<file path="src/rtl/arnf_pkg.sv">
package arnf_pkg;
   // ------------------------------------------------------------
   // Register map
   // ------------------------------------------------------------
   localparam logic [11:0] FILT_SET_OFS = 12'h100; // Set alias
   localparam logic [11:0] FILT_CLR_OFS = 12'h104; // Clear alias
   localparam logic [11:0] BUSID_OFS = 12'h110; // Local bus identifier
   localparam logic [31:0] FILT_RST = 32'h0000_0000; // All sources refused
   localparam logic [9:0] BUSID_RST = 10'h3ff; // Local bus after reset
   // ------------------------------------------------------------
   // Field layout
   // ------------------------------------------------------------
   localparam int ALL_BUS_BIT = 31; // Accept all remote buses
   localparam int NODE_BITS = 31; // Bits 30..0 serve nodes 62..32
   localparam logic [5:0] NODE_BASE = 6'h20; // Node number of bit 0
   localparam logic [5:0] NODE_TOP = 6'h3e; // Node number of bit 30
   localparam int BUSID_LSB = 6; // Bus field position in id word
   localparam int BUSID_W = 10; // Bus field width
endpackage

</file>
<file path="src/rtl/arnf_decide.sv">
`timescale 1ns/1ps
`default_nettype none
// Combinational accept decision for one source node identifier
module arnf_decide (
   // Filter and local identity
   input wire logic [31:0] filt,
   input wire logic [9:0] local_bus,
   // Packet source
   input wire logic [15:0] src_id,
   // Decision
   output logic accept
);
   logic [9:0] src_bus; // Bus part of source id
   logic [5:0] src_node; // Node part of source id
   logic [5:0] idx; // Filter bit index
   assign src_bus = src_id[15:6];
   assign src_node = src_id[5:0];
   assign idx = src_node - arnf_pkg::NODE_BASE;
   // ------------------------------------------------------------
   // Decision
   // ------------------------------------------------------------
   always_comb begin
      if (src_bus != local_bus) begin
         // Remote bus only passes on the catch-all bit
         accept = filt[arnf_pkg::ALL_BUS_BIT];
      end else if (src_node >= arnf_pkg::NODE_BASE && src_node <= arnf_pkg::NODE_TOP) begin
         // Node n maps to bit n-32
         accept = filt[idx[4:0]];
      end else begin
         // Low nodes belong to the other half, broadcast never matches
         accept = 1'b0;
      end
   end
endmodule
`default_nettype wire

</file>
<file path="src/rtl/arnf_top.sv">
`timescale 1ns/1ps
`default_nettype none
// Operation
// - Check source of physical and request-context packets
// - Rejected packet gets no ack, no queue
// - Per-node check only for local bus sources
// - Remote buses pass only with bit 31
// - Bit 30 admits node 62
// - Bits 29..19 admit nodes 61..51
// - Set/clear aliases, both read filter value
// - Filter clears to zero on reset
// - Bits 18..0 admit nodes 50..32
// - Writable bus identifier defines local bus
module arnf_top (
   // Clock and reset
   input wire logic mclk,
   input wire logic rst_n,
   input wire logic clk_en,
   // Register port
   input wire logic [11:0] reg_addr,
   input wire logic [31:0] reg_wdata,
   input wire logic reg_wr,
   input wire logic reg_rd,
   output logic [31:0] reg_rdata,
   // Receive path: header presented with its strobe
   input wire logic pkt_valid,
   input wire logic pkt_to_filtered_ctx,
   input wire logic [15:0] pkt_src_id,
   // Receive decision, one cycle after the header
   output logic pkt_done,
   output logic pkt_ack,
   output logic pkt_queue,
   // Copy of the filter for the receive path, one cycle behind
   output logic [31:0] filter_value
);
   // ------------------------------------------------------------
   // State
   // ------------------------------------------------------------
   logic [31:0] filt_q; // Filter bits
   logic [9:0] bus_q; // Local bus identifier
   logic [31:0] rdata_q; // Read data
   logic done_q; // Decision strobe
   logic ack_q; // Acknowledge
   logic queue_q; // Queue into context
   logic accept; // Decision from the filter
   logic wr_set; // Write hits set alias
   logic wr_clr; // Write hits clear alias

   assign wr_set = reg_wr && reg_addr == arnf_pkg::FILT_SET_OFS;
   assign wr_clr = reg_wr && reg_addr == arnf_pkg::FILT_CLR_OFS;

   arnf_decide i_arnf_decide (
      .filt(filt_q),
      .local_bus(bus_q),
      .src_id(pkt_src_id),
      .accept(accept)
   );

   // ------------------------------------------------------------
   // Filter register
   // ------------------------------------------------------------
   // Set and clear never meet: one strobe per cycle
   always_ff @(posedge mclk) begin
      if (!rst_n) begin
         filt_q <= arnf_pkg::FILT_RST;
      end else if (clk_en) begin
         if (wr_set) begin
            filt_q <= filt_q | reg_wdata;
         end else if (wr_clr) begin
            filt_q <= filt_q & ~reg_wdata;
         end
      end
   end

   // ------------------------------------------------------------
   // Local bus identifier
   // ------------------------------------------------------------
   always_ff @(posedge mclk) begin
      if (!rst_n) begin
         bus_q <= arnf_pkg::BUSID_RST;
      end else if (clk_en && reg_wr && reg_addr == arnf_pkg::BUSID_OFS) begin
         bus_q <= reg_wdata[arnf_pkg::BUSID_LSB +: arnf_pkg::BUSID_W];
      end
   end

   // ------------------------------------------------------------
   // Read data, valid the cycle after the strobe
   // ------------------------------------------------------------
   always_ff @(posedge mclk) begin
      if (!rst_n) begin
         rdata_q <= 32'h0000_0000;
      end else if (clk_en) begin
         if (!reg_rd) begin
            rdata_q <= 32'h0000_0000;
         end else if (reg_addr == arnf_pkg::FILT_SET_OFS) begin
            rdata_q <= filt_q;
         end else if (reg_addr == arnf_pkg::FILT_CLR_OFS) begin
            rdata_q <= filt_q;
         end else if (reg_addr == arnf_pkg::BUSID_OFS) begin
            rdata_q <= {16'h0000, bus_q, 6'h00};
         end else begin
            // Unmapped reads return zero
            rdata_q <= 32'h0000_0000;
         end
      end
   end

   // ------------------------------------------------------------
   // Receive decision
   // ------------------------------------------------------------
   // Packets for other contexts are not filtered here and pass
   always_ff @(posedge mclk) begin
      if (!rst_n) begin
         done_q <= 1'b0;
         ack_q <= 1'b0;
         queue_q <= 1'b0;
      end else if (clk_en) begin
         done_q <= pkt_valid;
         if (pkt_valid) begin
            ack_q <= !pkt_to_filtered_ctx || accept;
            queue_q <= !pkt_to_filtered_ctx || accept;
         end else begin
            ack_q <= 1'b0;
            queue_q <= 1'b0;
         end
      end
   end

   // Mirror of the filter for the receive path
   logic [31:0] fv_q;
   always_ff @(posedge mclk) begin
      if (!rst_n) begin
         fv_q <= arnf_pkg::FILT_RST;
      end else if (clk_en) begin
         fv_q <= filt_q;
      end
   end

   assign reg_rdata = rdata_q;
   assign pkt_done = done_q;
   assign pkt_ack = ack_q;
   assign pkt_queue = queue_q;
   assign filter_value = fv_q;
endmodule
`default_nettype wire

</file>
<file path="config.mk">
export PLATFORM = sky130hd
export DESIGN_NAME = arnf_top
export DESIGN_NICKNAME = d
export VERILOG_FILES = /design/src/rtl/arnf_pkg.sv /design/src/rtl/arnf_decide.sv /design/src/rtl/arnf_top.sv
export SDC_FILE = /design/constraint.sdc
export NUM_CORES = 1
export LEC_CHECK = 0
export CAP_MARGIN = 25
export CORE_MARGIN = 1
export CORE_UTILIZATION = 30
export DETAILED_ROUTE_END_ITERATION = 12
export DONT_BUFFER_PORTS = 1
export MAX_ROUTING_LAYER = met4
export PLACE_DENSITY_LB_ADDON = 0.2
export SLEW_MARGIN = 20
export SYNTH_ARGS = -nofsm -noshare
export SYNTH_HDL_FRONTEND = slang
export SYNTH_SLANG_ARGS = --single-unit
</file>
<file path="constraint.sdc">
create_clock -name mclk -period 2.1 [get_ports mclk]
set_input_delay 0.315 -clock mclk [delete_from_list [all_inputs] [get_ports mclk]]
set_output_delay 0.315 -clock mclk [all_outputs]
set_load 0.005 [all_outputs]
</file>
==> flow_metrics.tcl <==
set metrics [dict create \
    worstRegToRegCells 5 \
    maxSlewViolCount 0 \
    place_area_um2 5010 \
    ctsRootBufferMaster "clkbuf_16" \
    h-tree-depth 3 \
    die_h_um 129 \
    vias 3391 \
    comb_power_share 0.021 \
    hp-start "reg_wdata[13]" \
    grt_pass1_vias 3406 \
    endpoint_kind "flop" \
    syn_inst 499 \
    worst_pin_slew_ps 430 \
    synth.avg_cell_area_um2 9.64 \
    seq_area_um2 2160 \
    finalSetupViolCount 0 \
    power.density_nw_per_um2 750 \
    synth_common_cells "111 x nor2b_1, 108 x dfxtp_1, 66 x mux2i_1" \
    wl_per_cell_um 18.4 \
    leakagePower_nw 2.03 \
    cts.path.max_buffers 2 \
    grt_pass1_wl_mm 20.0 \
    nets 548 \
    fin_crit_sh 0.840 \
    vdd_drop_max_mv 0.517 \
    die_w_um 129 \
    slew_headroom 0.706 \
    rsz0062_at_grt "no" \
    port_buffers 0 \
    ys_types 33 \
    worst-path-max-fanout 4 \
    numCtsBuffers 9 \
    postRouteAntennaNets 0 \
    final.min_clock_period_ps 1760 \
    num_antenna_cells 0 \
    design_area_um2 5330 \
    min_to "bus_q[7]$_SDFFE_PN1P_" \
    dr.pass1.iters 4 \
    netlist_area_um2 4810 \
    yosys.area.top_type_share 0.449 \
    critPathArrivalTime_ps 2010 \
    grt_usage 0.167 \
    n_fill_cell 1612 \
    ctsHoldBuffers 0 \
    start_util 0.312 \
    p_int_w 0.00317 \
    multiInputGateArea_um2 2430 \
    totalWireLength_mm 12.8 \
    antenna_found_initial 0 \
    maxCapViolations 0 \
    ios 134 \
    hold_viol_final 0 \
    post_cts.repair.setup_buffers 0 \
    place_congestion 0.739 \
    yosysSeqAreaShare 0.449 \
    cts-resized-gates 0 \
    hold_class "in2reg" \
    area_growth_pct 10.8 \
    drive_gt1_frac 0.0741 \
    p_sw_frac 0.208 \
    viasPerCell 4.87 \
    synth_most_common_cell "nor2b_1" \
    std_cell_rows 45 \
    ys_ff_latch 108 \
    dp_slack_ps 22.1 \
    finalClockSkew_ps 10.1 \
    synth_edf_count 0 \
    hpwlAfterDp_mm 9.01 \
    synth_area_leaders "dfxtp_1 45%, nor2b_1 14%, mux2i_1 14%, nand3_1 4.5%, mux4_2 3.7%" \
    finalWorstSetupSlack_ps 336 \
    rr_endpoint "pkt_queue$_SDFFE_PN0P_" \
    ys.flop_type "dfxtp_1" \
    grt_overflow 0 \
    clock.fmax_ghz 0.567 \
    clkPwrFrac 0.466 \
    clkLatencyLatePin_ps 350 \
    synth_async_sr_flop_share 0 \
    p_seq_frac 0.513 \
    yosysWarnings 0 \
    worstPathRequired_ps 2340 \
    cts.reportedPaths.clkPinSlew_ps 80 \
    design.die.area_um2 16500 \
    start_kind "flop" \
    hold_path_depth 2 \
    reg2reg_setup_slack_ps 340 \
    outcome "finished clean" \
    core_area_um2 15400 \
    finalSetupTns_ps 0 \
    syn-num-nets 566 \
    clkSinkCount 108 \
    grt_max_degree 110 \
    synth.largest_area_cell "dfxtp_1" \
    initialDrtViolationCount 172 \
    power_switching_w 0.000830 \
    drc 0 \
    critPathKind "reg2reg" \
    cts_tree "built" \
]
## power by group through the flow
stage	Sequential, W	Clock (W)	Combinational [W]
3_5_place_dp	0.00210	0	0.0000849
5_1_grt	0.00205	0.00201	0.0000893
6_report	0.00205	0.00186	0.0000836
2_1_floorplan	0.00210	0	0.000126
3_3_place_gp	0.00210	0	0.0000846
4_1_cts	0.00205	0.00193	0.0000851
## metal layers
layer	GRT usage	wire length, µm	up-vias
met3	0.0611	984	9
met4	0.0478	120	0
met2	0.257	5930	90
li1	-	-	1659
met1	0.205	5780	1633
met5	-	0	-
## final cells by class
type,instances,share of cell area
multi-input combinational,340,0.456
sequential,108,0.406
tap,211,0.0495
clock buffer,10,0.0430
timing repair buffer,11,0.0202
clock inverter,6,0.0176
inverter,11,0.00775
## worst max-delay path: stages, from the launching register on
cell and delay [ps]:
dfxtp_1 370, mux4_2 470, nor2b_1 140, a2111oi_0 430
nor4bb_1 110, o2bb2ai_1 140
## cell usage in the layout (no fill, tap or decap), types with 9 or more instances in the layout
| master | count |
|---|---|
| dfxtp_1 | 108 |
| a21oi_1 | 24 |
| nand2_1 | 25 |
| a22oi_1 | 11 |
| inv_1 | 11 |
| nand3_1 | 43 |
| o22ai_1 | 10 |
| buf_4 | 9 |
| clkbuf_16 | 9 |
| mux2i_1 | 66 |
| nor2b_1 | 111 |
| and2_1 | 12 |
## how the worst max path moves through the flow
stage	start	endpoint	slack (ps)
2_1_floorplan	reg_addr[11]	bus_q[0]$_SDFFE_PN1P_	120
3_3_place_gp	reg_addr[11]	bus_q[8]$_SDFFE_PN1P_	80
3_5_place_dp	reg_addr[11]	flop	20
4_1_cts	flop	pkt_queue$_SDFFE_PN0P_	350
5_1_grt	flop	pkt_queue$_SDFFE_PN0P_	140
6_report	flop	pkt_queue$_SDFFE_PN0P_	340
## stage by stage
| stage | cells | utilization | hold WS, ps | power [W] |
|---|---|---|---|---|
| after floorplan | 499 | - | 439 | 0.00222 |
| after global placement | 681 | 0.325 | 408 | 0.00218 |
| after detailed placement | 681 | 0.325 | 411 | 0.00218 |
| after CTS | 697 | 0.345 | 29.8 | 0.00406 |
| after global routing | 697 | 0.345 | 42.4 | 0.00414 |
| final | 697 | 0.345 | 81.5 | 0.00400 |
## cell families (layout without fill, tap and decap cells)
| group | Yosys count | count (layout) | synth area share |
|---|---|---|---|
| buffers and inverters | 51 | 38 | 0.0450 |
| flip-flops | 108 | 108 | 0.449 |
| AND/OR/NAND/NOR | 206 | 206 | 0.250 |
| XOR/XNOR | 10 | 10 | 0.0182 |
| AO/OA/AOI/OAI | 50 | 50 | 0.0629 |
| multiplexers | 74 | 74 | 0.175 |
Power figures use the tool's default switching activity.
